### config.mk
export PLATFORM = sky130hd
export DESIGN_NAME = sctl_dev_flat
export DESIGN_NICKNAME = d
export VERILOG_FILES = /design/src/inc/sctl_pkg.sv /design/src/inc/sctl_link_if.sv /design/src/hdl/sctl_rdiv.sv /design/src/hdl/sctl_dev.sv /design/src/flat_wrapper.sv
export VERILOG_INCLUDE_DIRS = /design/src /design/src/inc
export SDC_FILE = /design/constraint.sdc
export NUM_CORES = 1
export LEC_CHECK = 0
export BUFFER_PORTS_ARGS = -buffer_cell sky130_fd_sc_hd__buf_2
export CAP_MARGIN = 10
export CORE_MARGIN = 3
export CORE_UTILIZATION = 60
export CTS_BUF_LIST = sky130_fd_sc_hd__clkbuf_16
export DETAILED_ROUTE_END_ITERATION = 6
export PLACE_DENSITY = 0.86
export RECOVER_POWER = 100
export SETUP_SLACK_MARGIN = 0.02
export SLEW_MARGIN = 0
export SYNTH_ARGS = -nofsm -noshare
export SYNTH_HDL_FRONTEND = slang
export SYNTH_SLANG_ARGS = --single-unit
export TNS_END_PERCENT = 1
### constraint.sdc
create_clock -name SYS_CLK_IN -period 4.31 [get_ports SYS_CLK_IN]
set_clock_uncertainty 0.1 [all_clocks]
set_input_delay 0.2155 -clock SYS_CLK_IN [delete_from_list [all_inputs] [get_ports SYS_CLK_IN]]
set_output_delay 0.2155 -clock SYS_CLK_IN [all_outputs]
set_load 0.02 [all_outputs]
### src/inc/sctl_defs.svh
`ifndef SCTL_DEFS_SVH
`define SCTL_DEFS_SVH
// -----------------------------------------------------------------------
// Word layout and register select codes.
// -----------------------------------------------------------------------
`define SCTL_WORD_W        32
`define SCTL_SEL_LSB       0
`define SCTL_SEL_MSB       3
`define SCTL_SEL_R0        4'h0
`define SCTL_SEL_R4        4'h4
`define SCTL_SEL_R5        4'h5
`define SCTL_SEL_R6        4'h6
`define SCTL_SEL_R7        4'h7
`define SCTL_SEL_R8        4'h8
// -----------------------------------------------------------------------
// Register four fields.
// -----------------------------------------------------------------------
`define SCTL_R4_REFHALF    25
`define SCTL_R4_RCNT_MSB   24
`define SCTL_R4_RCNT_LSB   15
`define SCTL_R4_DBUF       14
`define SCTL_R4_CP_MSB     13
`define SCTL_R4_CP_LSB     10
`define SCTL_R4_PD         6
`define SCTL_R4_CP3S       5
`define SCTL_R4_CRST       4
// -----------------------------------------------------------------------
// Register five fields.
// -----------------------------------------------------------------------
`define SCTL_R5_BDLY_MSB   27
`define SCTL_R5_BDLY_LSB   26
`define SCTL_R5_PBLEED     25
`define SCTL_R5_ABP        23
`define SCTL_R5_SLIP       19
// -----------------------------------------------------------------------
// Register six fields.
// -----------------------------------------------------------------------
`define SCTL_R6_DIFF       30
`define SCTL_R6_RFDIV_MSB  23
`define SCTL_R6_RFDIV_LSB  21
`define SCTL_R6_BLD_MSB    20
`define SCTL_R6_BLD_LSB    13
`define SCTL_R6_BLDEN      12
`define SCTL_R6_MUTE       11
`define SCTL_R6_RFEN       6
`define SCTL_R6_PWR_MSB    5
`define SCTL_R6_PWR_LSB    4
// -----------------------------------------------------------------------
// Register seven and eight fields.
// -----------------------------------------------------------------------
`define SCTL_R7_LDCNT_MSB  9
`define SCTL_R7_LDCNT_LSB  8
`define SCTL_R7_LOL        7
`define SCTL_R7_LDWIN      4
`define SCTL_R8_DITH       28
`define SCTL_R8_PH_MSB     27
`define SCTL_R8_PH_LSB     4
// -----------------------------------------------------------------------
// Reset values and timing.
// -----------------------------------------------------------------------
`define SCTL_RST_WORD      32'h0000_0000
`define SCTL_ABP_NARROW_PS 1600
`define SCTL_LDWIN_FRAC_PS 5000
`define SCTL_LDWIN_INT_PS  2400
// Reference-free cycles after which loss-of-lock mode drops lock.
`define SCTL_LOL_IDLE      8'h40
`endif

### src/inc/sctl_pkg.sv
package sctl_pkg;
  // Programming word carried on the link.
  typedef logic [31:0] sctl_word_t;
  // Register select codes known to both ends.
  typedef enum logic [3:0] {
    SCTL_REG0 = 4'h0,
    SCTL_REG4 = 4'h4,
    SCTL_REG5 = 4'h5,
    SCTL_REG6 = 4'h6,
    SCTL_REG7 = 4'h7,
    SCTL_REG8 = 4'h8
  } sctl_sel_e;
endpackage : sctl_pkg

### src/inc/sctl_link_if.sv
`timescale 1ns/100ps
// -----------------------------------------------------------------------
// Programming link: one word strobe with data, one clock.
// -----------------------------------------------------------------------
interface sctl_link_if;
  logic        load;
  logic [31:0] word;
  modport host (output load, output word);
  modport dev  (input load, input word);
endinterface : sctl_link_if

### src/hdl/sctl_rdiv.sv
`timescale 1ns/100ps
`include "sctl_defs.svh"
// -----------------------------------------------------------------------
// Reference path: R counter followed by optional halving toggle.
// -----------------------------------------------------------------------
module sctl_rdiv #(
  parameter int RW = 10
) (
  input  wire logic          clk_in,
  input  wire logic          rstn_in,
  input  wire logic          ref_tick_in,
  input  wire logic          hold_in,
  input  wire logic [RW-1:0] ratio_in,
  input  wire logic          half_in,
  output logic               pd_tick_out
);
  logic [RW-1:0] cnt_q, cnt_d;
  logic          tgl_q, tgl_d;
  logic          pd_q, pd_d;
  logic          wrap;

  // Count reference ticks; a ratio of 0 behaves as 1.
  always_comb begin
    cnt_d = cnt_q;
    tgl_d = tgl_q;
    pd_d  = 1'b0;
    wrap  = ref_tick_in && (cnt_q + RW'(1) >= ratio_in);
    if (hold_in) begin
      cnt_d = '0;
      tgl_d = 1'b0;
    end else if (ref_tick_in) begin
      cnt_d = wrap ? '0 : cnt_q + RW'(1);
      if (wrap) begin
        tgl_d = ~tgl_q;
        pd_d  = half_in ? tgl_q : 1'b1;
      end
    end
  end

  // Register the counter state.
  always_ff @(posedge clk_in or negedge rstn_in) begin
    if (!rstn_in) begin
      cnt_q <= '0;
      tgl_q <= 1'b0;
      pd_q  <= 1'b0;
    end else begin
      cnt_q <= cnt_d;
      tgl_q <= tgl_d;
      pd_q  <= pd_d;
    end
  end

  assign pd_tick_out = pd_q;
endmodule : sctl_rdiv

### src/hdl/sctl_dev.sv
`timescale 1ns/100ps
`include "sctl_defs.svh"
// -----------------------------------------------------------------------
// -----------------------------------------------------------------------
module sctl_dev
  import sctl_pkg::*;
#(
  parameter int RW = 10
) (
  input  wire logic        SYS_CLK_IN,
  input  wire logic        RSTN_IN,
  sctl_link_if.dev         link,
  input  wire logic        REF_TICK_IN,
  input  wire logic        IN_WINDOW_IN,
  output logic             PD_TICK_OUT,
  output logic [3:0]       CP_CURRENT_OUT,
  output logic             CP_TRISTATE_OUT,
  output logic             COUNTER_HOLD_OUT,
  output logic             PULSED_BLEED_OUT,
  output logic [1:0]       ABP_DELAY_OUT,
  output logic             ABP_NARROW_OUT,
  output logic             SLIP_EN_OUT,
  output logic             REF_DIFF_OUT,
  output logic [2:0]       RF_DIV_OUT,
  output logic [7:0]       BLEED_VAL_OUT,
  output logic             BLEED_EN_OUT,
  output logic             RF_OUT_EN_OUT,
  output logic [1:0]       RF_POWER_OUT,
  output logic             LOCK_WIN_NARROW_OUT,
  output logic             LOCKED_OUT,
  output logic             DITHER_EN_OUT,
  output logic [23:0]      PHASE_SEED_OUT,
  output logic             POWER_DOWN_OUT
);
  // -----------------------------------------------------------------------
  // Register storage.
  // -----------------------------------------------------------------------
  sctl_word_t  r4_q, r4_d, r5_q, r5_d, r6_q, r6_d, r7_q, r7_d, r8_q, r8_d;
  logic [2:0]  rfdiv_q, rfdiv_d;
  logic [3:0]  sel;
  logic        pd_bit, hold;
  logic [7:0]  idle_q, idle_d;
  logic [2:0]  lcnt_q, lcnt_d;
  logic        lock_q, lock_d;
  logic        pd_tick;
  logic        ld_in_q, ld_in_d;

  // Decode of a select code against a register number.
  function automatic logic hit(input logic [3:0] s, input logic [3:0] c);
    return s == c;
  endfunction : hit

  // Lock count threshold for the two-bit count field.
  function automatic logic [2:0] need(input logic [1:0] f);
    return 3'(f) + 3'h1;
  endfunction : need

  assign sel    = link.word[`SCTL_SEL_MSB:`SCTL_SEL_LSB];
  assign pd_bit = r4_q[`SCTL_R4_PD];
  assign hold   = pd_bit || r4_q[`SCTL_R4_CRST];

  // Word routing; registers load even during power-down.
  always_comb begin
    r4_d = r4_q;
    r5_d = r5_q;
    r6_d = r6_q;
    r7_d = r7_q;
    r8_d = r8_q;
    rfdiv_d = rfdiv_q;
    if (link.load) begin
      if (hit(sel, `SCTL_SEL_R4)) r4_d = link.word;
      if (hit(sel, `SCTL_SEL_R5)) r5_d = link.word;
      if (hit(sel, `SCTL_SEL_R6)) r6_d = link.word;
      if (hit(sel, `SCTL_SEL_R7)) r7_d = link.word;
      if (hit(sel, `SCTL_SEL_R8)) r8_d = link.word;
      if (hit(sel, `SCTL_SEL_R6) && !r4_d[`SCTL_R4_DBUF]) begin
        rfdiv_d = link.word[`SCTL_R6_RFDIV_MSB:`SCTL_R6_RFDIV_LSB];
      end
      if (hit(sel, `SCTL_SEL_R0)) begin
        rfdiv_d = r6_q[`SCTL_R6_RFDIV_MSB:`SCTL_R6_RFDIV_LSB];
      end
    end
  end

  // Register the bank; power-down never clears it.
  always_ff @(posedge SYS_CLK_IN or negedge RSTN_IN) begin
    if (!RSTN_IN) begin
      r4_q    <= `SCTL_RST_WORD;
      r5_q    <= `SCTL_RST_WORD;
      r6_q    <= `SCTL_RST_WORD;
      r7_q    <= `SCTL_RST_WORD;
      r8_q    <= `SCTL_RST_WORD;
      rfdiv_q <= 3'h0;
    end else begin
      r4_q    <= r4_d;
      r5_q    <= r5_d;
      r6_q    <= r6_d;
      r7_q    <= r7_d;
      r8_q    <= r8_d;
      rfdiv_q <= rfdiv_d;
    end
  end

  // -----------------------------------------------------------------------
  // Reference path.
  // -----------------------------------------------------------------------
  sctl_rdiv #(.RW(RW)) u_rdiv (
    .clk_in      (SYS_CLK_IN),
    .rstn_in     (RSTN_IN),
    .ref_tick_in (REF_TICK_IN),
    .hold_in     (hold),
    .ratio_in    (r4_q[`SCTL_R4_RCNT_MSB:`SCTL_R4_RCNT_LSB]),
    .half_in     (r4_q[`SCTL_R4_REFHALF]),
    .pd_tick_out (pd_tick)
  );

  // Lock detector counts consecutive in-window phase detector cycles.
  // In loss-of-lock mode a reference that stays away too long drops lock,
  // since the plain detector would otherwise keep reporting a stale lock.
  always_comb begin
    lcnt_d  = lcnt_q;
    lock_d  = lock_q;
    ld_in_d = IN_WINDOW_IN;
    idle_d  = REF_TICK_IN ? 8'h00
            : (idle_q == `SCTL_LOL_IDLE) ? idle_q : idle_q + 8'h01;
    if (pd_bit) begin
      lcnt_d = 3'h0;
      lock_d = 1'b0;
    end else if (pd_tick) begin
      if (!ld_in_q) begin
        lcnt_d = 3'h0;
        lock_d = 1'b0;
      end else if (lcnt_q + 3'h1 >= need(r7_q[`SCTL_R7_LDCNT_MSB:
                                                `SCTL_R7_LDCNT_LSB])) begin
        lock_d = 1'b1;
      end else begin
        lcnt_d = lcnt_q + 3'h1;
      end
    end else if (r7_q[`SCTL_R7_LOL] && idle_q == `SCTL_LOL_IDLE) begin
      lcnt_d = 3'h0;
      lock_d = 1'b0;
    end
  end

  // Register the lock detector state.
  always_ff @(posedge SYS_CLK_IN or negedge RSTN_IN) begin
    if (!RSTN_IN) begin
      lcnt_q  <= 3'h0;
      lock_q  <= 1'b0;
      idle_q  <= 8'h00;
      ld_in_q <= 1'b0;
    end else begin
      lcnt_q  <= lcnt_d;
      lock_q  <= lock_d;
      idle_q  <= idle_d;
      ld_in_q <= ld_in_d;
    end
  end

  // -----------------------------------------------------------------------
  // Registered outputs.
  // -----------------------------------------------------------------------
  always_ff @(posedge SYS_CLK_IN or negedge RSTN_IN) begin
    if (!RSTN_IN) begin
      PD_TICK_OUT         <= 1'b0;
      CP_CURRENT_OUT      <= 4'h0;
      CP_TRISTATE_OUT     <= 1'b0;
      COUNTER_HOLD_OUT    <= 1'b0;
      PULSED_BLEED_OUT    <= 1'b0;
      ABP_DELAY_OUT       <= 2'h0;
      ABP_NARROW_OUT      <= 1'b0;
      SLIP_EN_OUT         <= 1'b0;
      REF_DIFF_OUT        <= 1'b0;
      RF_DIV_OUT          <= 3'h0;
      BLEED_VAL_OUT       <= 8'h00;
      BLEED_EN_OUT        <= 1'b0;
      RF_OUT_EN_OUT       <= 1'b0;
      RF_POWER_OUT        <= 2'h0;
      LOCK_WIN_NARROW_OUT <= 1'b0;
      LOCKED_OUT          <= 1'b0;
      DITHER_EN_OUT       <= 1'b0;
      PHASE_SEED_OUT      <= 24'h000000;
      POWER_DOWN_OUT      <= 1'b0;
    end else begin
      PD_TICK_OUT      <= pd_tick;
      CP_CURRENT_OUT   <= r4_q[`SCTL_R4_CP_MSB:`SCTL_R4_CP_LSB];
      CP_TRISTATE_OUT  <= r4_q[`SCTL_R4_CP3S] || pd_bit;
      COUNTER_HOLD_OUT <= hold;
      PULSED_BLEED_OUT <= r5_q[`SCTL_R5_PBLEED];
      ABP_DELAY_OUT    <= r5_q[`SCTL_R5_BDLY_MSB:`SCTL_R5_BDLY_LSB];
      ABP_NARROW_OUT   <= r5_q[`SCTL_R5_ABP];
      SLIP_EN_OUT      <= r5_q[`SCTL_R5_SLIP];
      REF_DIFF_OUT     <= r6_q[`SCTL_R6_DIFF];
      RF_DIV_OUT       <= rfdiv_q;
      BLEED_VAL_OUT    <= r6_q[`SCTL_R6_BLD_MSB:`SCTL_R6_BLD_LSB];
      BLEED_EN_OUT     <= r6_q[`SCTL_R6_BLDEN];
      RF_OUT_EN_OUT    <= r6_q[`SCTL_R6_RFEN] && !pd_bit
                          && (!r6_q[`SCTL_R6_MUTE] || lock_q);
      RF_POWER_OUT     <= r6_q[`SCTL_R6_PWR_MSB:`SCTL_R6_PWR_LSB];
      LOCK_WIN_NARROW_OUT <= r7_q[`SCTL_R7_LDWIN];
      LOCKED_OUT       <= lock_q;
      DITHER_EN_OUT    <= r8_q[`SCTL_R8_DITH];
      PHASE_SEED_OUT   <= r8_q[`SCTL_R8_PH_MSB:`SCTL_R8_PH_LSB];
      POWER_DOWN_OUT   <= pd_bit;
    end
  end
endmodule : sctl_dev

### src/flat_wrapper.sv
// flat-port wrapper written by rule: the top's interface ports become plain ports
module sctl_dev_flat import sctl_pkg::*;
#(
  parameter int RW = 10
)
  (SYS_CLK_IN, RSTN_IN, REF_TICK_IN, IN_WINDOW_IN, PD_TICK_OUT, CP_CURRENT_OUT, CP_TRISTATE_OUT, COUNTER_HOLD_OUT, PULSED_BLEED_OUT, ABP_DELAY_OUT, ABP_NARROW_OUT, SLIP_EN_OUT, REF_DIFF_OUT, RF_DIV_OUT, BLEED_VAL_OUT, BLEED_EN_OUT, RF_OUT_EN_OUT, RF_POWER_OUT, LOCK_WIN_NARROW_OUT, LOCKED_OUT, DITHER_EN_OUT, PHASE_SEED_OUT, POWER_DOWN_OUT, link_load, link_word);
  sctl_link_if link_i ();
  input  wire logic SYS_CLK_IN;
  input  wire logic RSTN_IN;
  input  wire logic REF_TICK_IN;
  input  wire logic IN_WINDOW_IN;
  output logic PD_TICK_OUT;
  output logic [3:0] CP_CURRENT_OUT;
  output logic CP_TRISTATE_OUT;
  output logic COUNTER_HOLD_OUT;
  output logic PULSED_BLEED_OUT;
  output logic [1:0] ABP_DELAY_OUT;
  output logic ABP_NARROW_OUT;
  output logic SLIP_EN_OUT;
  output logic REF_DIFF_OUT;
  output logic [2:0] RF_DIV_OUT;
  output logic [7:0] BLEED_VAL_OUT;
  output logic BLEED_EN_OUT;
  output logic RF_OUT_EN_OUT;
  output logic [1:0] RF_POWER_OUT;
  output logic LOCK_WIN_NARROW_OUT;
  output logic LOCKED_OUT;
  output logic DITHER_EN_OUT;
  output logic [23:0] PHASE_SEED_OUT;
  output logic POWER_DOWN_OUT;
  input wire logic [$bits(link_i.load)-1:0] link_load;
  input wire logic [$bits(link_i.word)-1:0] link_word;
  assign link_i.load = link_load;
  assign link_i.word = link_word;
  sctl_dev #(.RW(RW)) u_core (.SYS_CLK_IN(SYS_CLK_IN), .RSTN_IN(RSTN_IN), .link(link_i), .REF_TICK_IN(REF_TICK_IN), .IN_WINDOW_IN(IN_WINDOW_IN), .PD_TICK_OUT(PD_TICK_OUT), .CP_CURRENT_OUT(CP_CURRENT_OUT), .CP_TRISTATE_OUT(CP_TRISTATE_OUT), .COUNTER_HOLD_OUT(COUNTER_HOLD_OUT), .PULSED_BLEED_OUT(PULSED_BLEED_OUT), .ABP_DELAY_OUT(ABP_DELAY_OUT), .ABP_NARROW_OUT(ABP_NARROW_OUT), .SLIP_EN_OUT(SLIP_EN_OUT), .REF_DIFF_OUT(REF_DIFF_OUT), .RF_DIV_OUT(RF_DIV_OUT), .BLEED_VAL_OUT(BLEED_VAL_OUT), .BLEED_EN_OUT(BLEED_EN_OUT), .RF_OUT_EN_OUT(RF_OUT_EN_OUT), .RF_POWER_OUT(RF_POWER_OUT), .LOCK_WIN_NARROW_OUT(LOCK_WIN_NARROW_OUT), .LOCKED_OUT(LOCKED_OUT), .DITHER_EN_OUT(DITHER_EN_OUT), .PHASE_SEED_OUT(PHASE_SEED_OUT), .POWER_DOWN_OUT(POWER_DOWN_OUT));
endmodule
# Yosys cells after proc, flatten, opt, wreduce, memory -nomap -nowiden

Index checks and enable logic that the tools add are counted.

Output and inout port bits: 56
Bits in registers: 208
Word-level logic and storage cells: 101

$add $sub $neg: 4
Eq/ne operators: 10
Reduce and logical (&&, ||, !) cells: 25
$lt $le $gt $ge: 2
Muxes and demuxes: 26
Bitwise gates (word level): 1

Operators by type and width:

| operator                | number |
|---|---|
| $mux W26                | 2 |
| $mux W10                | 3 |
| $mux W3                 | 7 |
| $reduce_and A2 Y1       | 9 |
| $eq A4 B3 Y1 const B    | 4 |
| $mux W8                 | 2 |
| $mux W1                 | 12 |
| $add A10 B1 Y10 const B | 1 |
| $ge A10 B10 Y1          | 1 |
| $add A8 B1 Y8 const B   | 1 |
| $eq A8 B7 Y1 const B    | 1 |
| $ne A4 B3 Y1 const B    | 2 |
| $reduce_bool A2 Y1      | 3 |
| $logic_and A1 B1 Y1     | 5 |
| $eq A4 B4 Y1 const B    | 1 |
| $logic_not A4 Y1        | 1 |
| $add A2 B1 Y3 const B   | 1 |
| $add A3 B1 Y3 const B   | 1 |
| $ge A3 B3 Y1            | 1 |
| $logic_not A1 Y1        | 3 |
| $logic_or A1 B1 Y1      | 3 |
| $reduce_bool A3 Y1      | 1 |
| $ne A2 B1 Y1 const B    | 1 |
| $ne A2 B2 Y1 const B    | 1 |
| $not A1 Y1              | 1 |

# Logic depth before layout (Yosys ltp)

Depth after elaboration: 7
Mapped depth: 13
Mapped depth without buffers: 12

# Hierarchy

A second synthesis with hierarchy kept.

Cell total of the unflattened synthesis: 416
Area total of the unflattened synthesis: 5979.5 um^2

Modules (own cells, without submodules):

| module    | area each (um^2) | instances | cells each |
|---|---|---|---|
| sctl_dev  | 4966.0           | 1         | 305 |
| sctl_rdiv | 1013.5           | 1         | 111 |

# Worst setup path after synthesis

Ideal clock, no wire load.

Path kind: reg-to-reg
Start point: register u_core.u_rdiv.cnt_q[0]
End point: register u_core.u_rdiv.tgl_q
Buffers on the path: 1
Arrival: 2.542 ns
Cell stages (with the launch flop): 14
Setup slack: 1.588 ns
Setup time: 0.079 ns
Cells stage by stage: dfrtp_1 ha_1 and3_2 clkbuf_1 nand2_1 nor2_1 xnor2_1 inv_1 ha_1 nand2_1 o21ai_0 a31oi_1 a21oi_1 mux2i_1

Cells in the longest elaborated chain, start to end: 5

RTL lines:

| what                                | line            | RTL |
|---|---|---|
| from (decl)                         | sctl_rdiv.sv:17 | `logic [RW-1:0] cnt_q, cnt_d;` |
| from (signal assigned)              | sctl_rdiv.sv:47 | `cnt_q <= cnt_d;` |
| $add A10 B1 Y10                     | sctl_rdiv.sv:27 | `wrap = ref_tick_in && (cnt_q + RW'(1) >= ratio_in);` |
| $ge A10 B10 Y1                      | sctl_rdiv.sv:27 |  |
| $logic_and A1 B1 Y1                 | sctl_rdiv.sv:27 |  |
| $reduce_bool A2 Y1 (no source line) | n/a             |  |
| $reduce_and A2 Y1 (no source line)  | n/a             |  |
| to (signal assigned)                | sctl_rdiv.sv:48 | `tgl_q <= tgl_d;` |
| to (decl)                           | sctl_rdiv.sv:18 | `logic tgl_q, tgl_d;` |

Every way passes these cells.
A chain may end at the register's enable or synchronous reset.

# Worst setup path after layout

Start point: register u_core.u_rdiv.cnt_q[0]
End point: register u_core.u_rdiv.cnt_q[9]

Cells in the longest elaborated chain, start to end: 6

RTL lines:

| what                | line                             | RTL |
|---|---|---|
| $add A10 B1 Y10 (*) | sctl_rdiv.sv:27, sctl_rdiv.sv:32 |  |
| $ge A10 B10 Y1      | sctl_rdiv.sv:27                  |  |
| $logic_and A1 B1 Y1 | sctl_rdiv.sv:27                  |  |
| $mux W10 (*)        | sctl_rdiv.sv:32                  | `cnt_d = wrap ? '0 : cnt_q + RW'(1);` |
| $mux W10 (*)        | sctl_rdiv.sv:31                  | `end else if (ref_tick_in) begin` |
| $mux W10 (*)        | sctl_rdiv.sv:28                  | `if (hold_in) begin` |

Every way passes the cells marked *; elsewhere a longest branch is shown, timed or not. The select of a mux whose other input is x is not followed.

==> impl_metrics.csv <==
group,metric,value,unit
run_status,result_of_the_run,"complete, but fails checks",
run_status,violations,"max-capacitance violations, max-slew violations",
yosys,synthDominantCellAreaShare,65.2,%
yosys,yosys_most_used_dff,"sky130_fd_sc_hd__dfrtp_1",
clock_network,cts.clk_slew.worst_paths,0.06,ns
final_layout,layout.cells.most_common,"sky130_fd_sc_hd__dfrtp_1",
timing,setup_viol_count_final,0,
yosys,netlist_area,5910,µm²
timing,timing.fmax,0.295,GHz
grt,pin_count_of_the_biggest_net_entering_global_routing,121,
timing,fin_crit_sh,78.7,%
route,detailedRoute.firstIterationViolations,170,
timing,worst-slew-pin-transition,2.78,ns
yosys,number_of_enable_type_register_cells_in_the_synthesized_netlist,0,
timing,timing_hold_violations_final,0,
clock_network,clock_insertion_delay_worst_skew,0.42,ns
final_layout,nNetsFinal,596,
grt,gr-usage-all-layers,23.9,%
clock_network,post_cts_sizing_count,0,
route,drc_errors,0,
route,1st_pass_router_iterations,4,
timing,period_needed,3.39,ns
timing,slew_headroom,-85.1,%
clock_network,ctsLongestPathBuffers,2,
power_and_ir_drop,cellPowerDensity,553,nW/µm²
final_layout,sequential_cell_area,3850,µm²
clock_network,cts_htree_levels,4,
timing,fin_tns_setup,0,ns
grt,grt_pass1_vias,4017,
die,die_w,105,µm
critical_path,critPathArrivalTime,3.60,ns
grt,globalRouteOverflowTotal,0,
clock_network,cts-buffers-inserted,17,
placed_design,place_congestion,0.875,
critical_path,required,4.52,ns
route,vias,3693,
clock_network,cts.sinks,154,
clock_network,postCtsSetupRepairBufs,0,
yosys,syn_avg_cell_area,14.2,µm²
route,finalWirelength,12.5,mm
final_layout,syn_to_final_growth,22.4,%
job,max_cap_viol_count,2,
timing,number_of_slew_limit_violations_in_the_final_report,139,
yosys,synth_warnings,0,
critical_path,critPathMaxFanout,5,
yosys,yosysSeqAreaShare,65.2,%
min_path,holdCritPathClass,"in2reg",
die,die_height,105,µm
yosys,synth.area.top_cells,"sky130_fd_sc_hd__dfrtp_1 (65%), sky130_fd_sc_hd__mux2_2 (14%), sky130_fd_sc_hd__ha_1 (3.8%)",
route,viasPerCell,5.41,
critical_path,worstSetupStartpointType,"flip-flop",
power_and_ir_drop,finalPower,4000,µW
placed_design,io_buffers,90,
route,post_drt_wl_per_cell,18.3,µm
final_layout,multi_input_gate_area_in_the_final_layout,1910,µm²
grt,grt_first_pass_wirelength,20.3,mm
final_layout,final_cell_mix,"sky130_fd_sc_hd__dfrtp_1 (154), sky130_fd_sc_hd__mux2_2 (69), sky130_fd_sc_hd__clkbuf_1 (59)",
yosys,postSynthCellCount,416,
final_layout,num_antenna_cells,0,
die,initial_core_utilization,62.8,%
critical_path,critical_path_class,"reg2reg",
yosys,netlist_cell_types,48,
critical_path,setup.worst_path.end_class,"flip-flop",
timing,rsz_0062_raised_after_global_routing,"false",
yosys,synth.ff_latch_count,154,
clock_network,root_buffer,"sky130_fd_sc_hd__clkbuf_16",
grt,antenna_found_initial,0,
die,full_die_area,11100,µm²
yosys,yosysTopAreaCell,"sky130_fd_sc_hd__dfrtp_1",
power_and_ir_drop,vdd.ir_drop.worst,0.380,mV
die,coreArea,9420,µm²
die,floorplan.rows,35,
power_and_ir_drop,cellLeakagePower,0.00339,µW
die,ioPinCount,93,
route,ant_nets,0,
final_layout,proportion_of_layout_cells_with_a_drive_suffix_above_1,25.5,%
placed_design,dp_hpwl,7.63,mm
yosys,synth.net_count,471,
yosys,synth_async_sr_flop_share,100,%
clock_network,cts_tree,"done",
clock_network,cts.hold.buffers_added,26,
final_layout,fill_cells,572,
state kept, by name (all words and copies together), names as in the netlist, 2 cells and up:
signal	count
u_core.PHASE_SEED_OUT	24
u_core.RF_POWER_OUT	2
u_core.BLEED_VAL_OUT	8
u_core.lcnt_q	3
u_core.r7_q	4
u_core.ABP_DELAY_OUT	2
u_core.r8_q	25
u_core.idle_q	8
u_core.CP_CURRENT_OUT	4
u_core.r6_q	17
u_core.u_rdiv.cnt_q	10
u_core.r4_q	19
u_core.r5_q	5
u_core.RF_DIV_OUT	3
u_core.rfdiv_q	3
where the power goes:
| part | switching, µW | total (µW) | internal (µW) |
|---|---|---|---|
| clock network | 625 | 1490 | 863 |
| logic | 396 | 643 | 248 |
| registers | 142 | 1870 | 1730 |
path summary, 6_finish.rpt:
check	from	endpoint	slack (ns)	cells past startpoint
worst max-delay path	u_core.u_rdiv.cnt_q[0]	u_core.u_rdiv.cnt_q[9]	0.92	11
worst min-delay path	link_word[17]	u_core.r4_q[17]	0.01	2
worst max register to register	u_core.u_rdiv.cnt_q[0]	u_core.u_rdiv.cnt_q[9]	0.92	11
worst min register to register	u_core.r8_q[22]	u_core.PHASE_SEED_OUT[18]	0.27	0
max in group asynchronous	RSTN_IN	u_core.r4_q[5]	1.36	3
min in group asynchronous	RSTN_IN	u_core.idle_q[7]	1.12	2
critical path: stages (launching register included):
cell,delay (ns)
sky130_fd_sc_hd__dfrtp_1,0.42
sky130_fd_sc_hd__nand3_1,0.18
sky130_fd_sc_hd__or2_0,0.37
sky130_fd_sc_hd__nor3_1,0.27
sky130_fd_sc_hd__xnor2_1,0.18
sky130_fd_sc_hd__inv_1,0.07
sky130_fd_sc_hd__ha_1,0.29
sky130_fd_sc_hd__a21oi_1,0.14
sky130_fd_sc_hd__o21ai_0,0.24
sky130_fd_sc_hd__a31oi_1,0.53
sky130_fd_sc_hd__nand2_1,0.19
sky130_fd_sc_hd__o31ai_1,0.30
stage by stage:
stage | setup WS, ns | util, % | cell area (µm²) | instances | hold WS (ns)
after global routing | 0.793 | 76.9 | 7240 | 682 | 0.00282
after detailed placement | 1.04 | 69.0 | 6490 | 625 | 0.226
after global placement | 1.28 | 69.0 | 6490 | 625 | 0.226
final | 0.919 | 76.9 | 7240 | 682 | 0.0103
after floorplan | 1.59 | - | 5910 | 416 | -0.180
after CTS | 0.982 | 78.0 | 7340 | 682 | 0.000207
cell families (layout without fill, tap and decap cells):
kind of cell             count (synthesis)  in the layout  synth area share [%]
AO/OA/AOI/OAI                           34             34                  4.23
flip-flops                             154            154                  65.2
adder cells (fa/ha/maj)                 18             18                  3.81
multiplexers                            76             76                  14.4
AND/OR/NAND/NOR                         86             86                  7.87
XOR/XNOR                                16             16                  2.37
buffers and inverters                   32            169                  2.16
Yosys cell counts, drive strengths merged, types with 2 or more instances:
master,instances
dfrtp,154
mux2,71
nor2,20
inv,19
ha,18
nand2,17
nand3,16
xnor2,8
xor2,8
buf,7
o21ai,7
nor2b,6
a21oi,5
clkbuf,5
mux2i,5
and3,4
nor3,4
a221oi,3
a31o,3
nand2b,3
o31ai,3
or2,3
or4,3
a211o,2
a22o,2
a31oi,2
a41oi,2
and3b,2
nand3b,2
nor3b,2
layout make-up:
class	instances	share of cell area (%)
sequential	154	53.3
multi-input combinational	230	26.4
timing repair buffer	118	8.97
clock buffer	17	5.88
tap	129	2.23
clock inverter	14	2.21
inverter	20	1.04
layer usage:
metal	global-route usage [%]	wire (µm)	vias to the layer above
met4	10.5	447	0
met2	40.4	6450	110
li1	-	-	1693
met1	28.4	4860	1854
met5	0	0	-
met3	7.35	740	36
No activity file was read; power rests on OpenSTA's default activity.
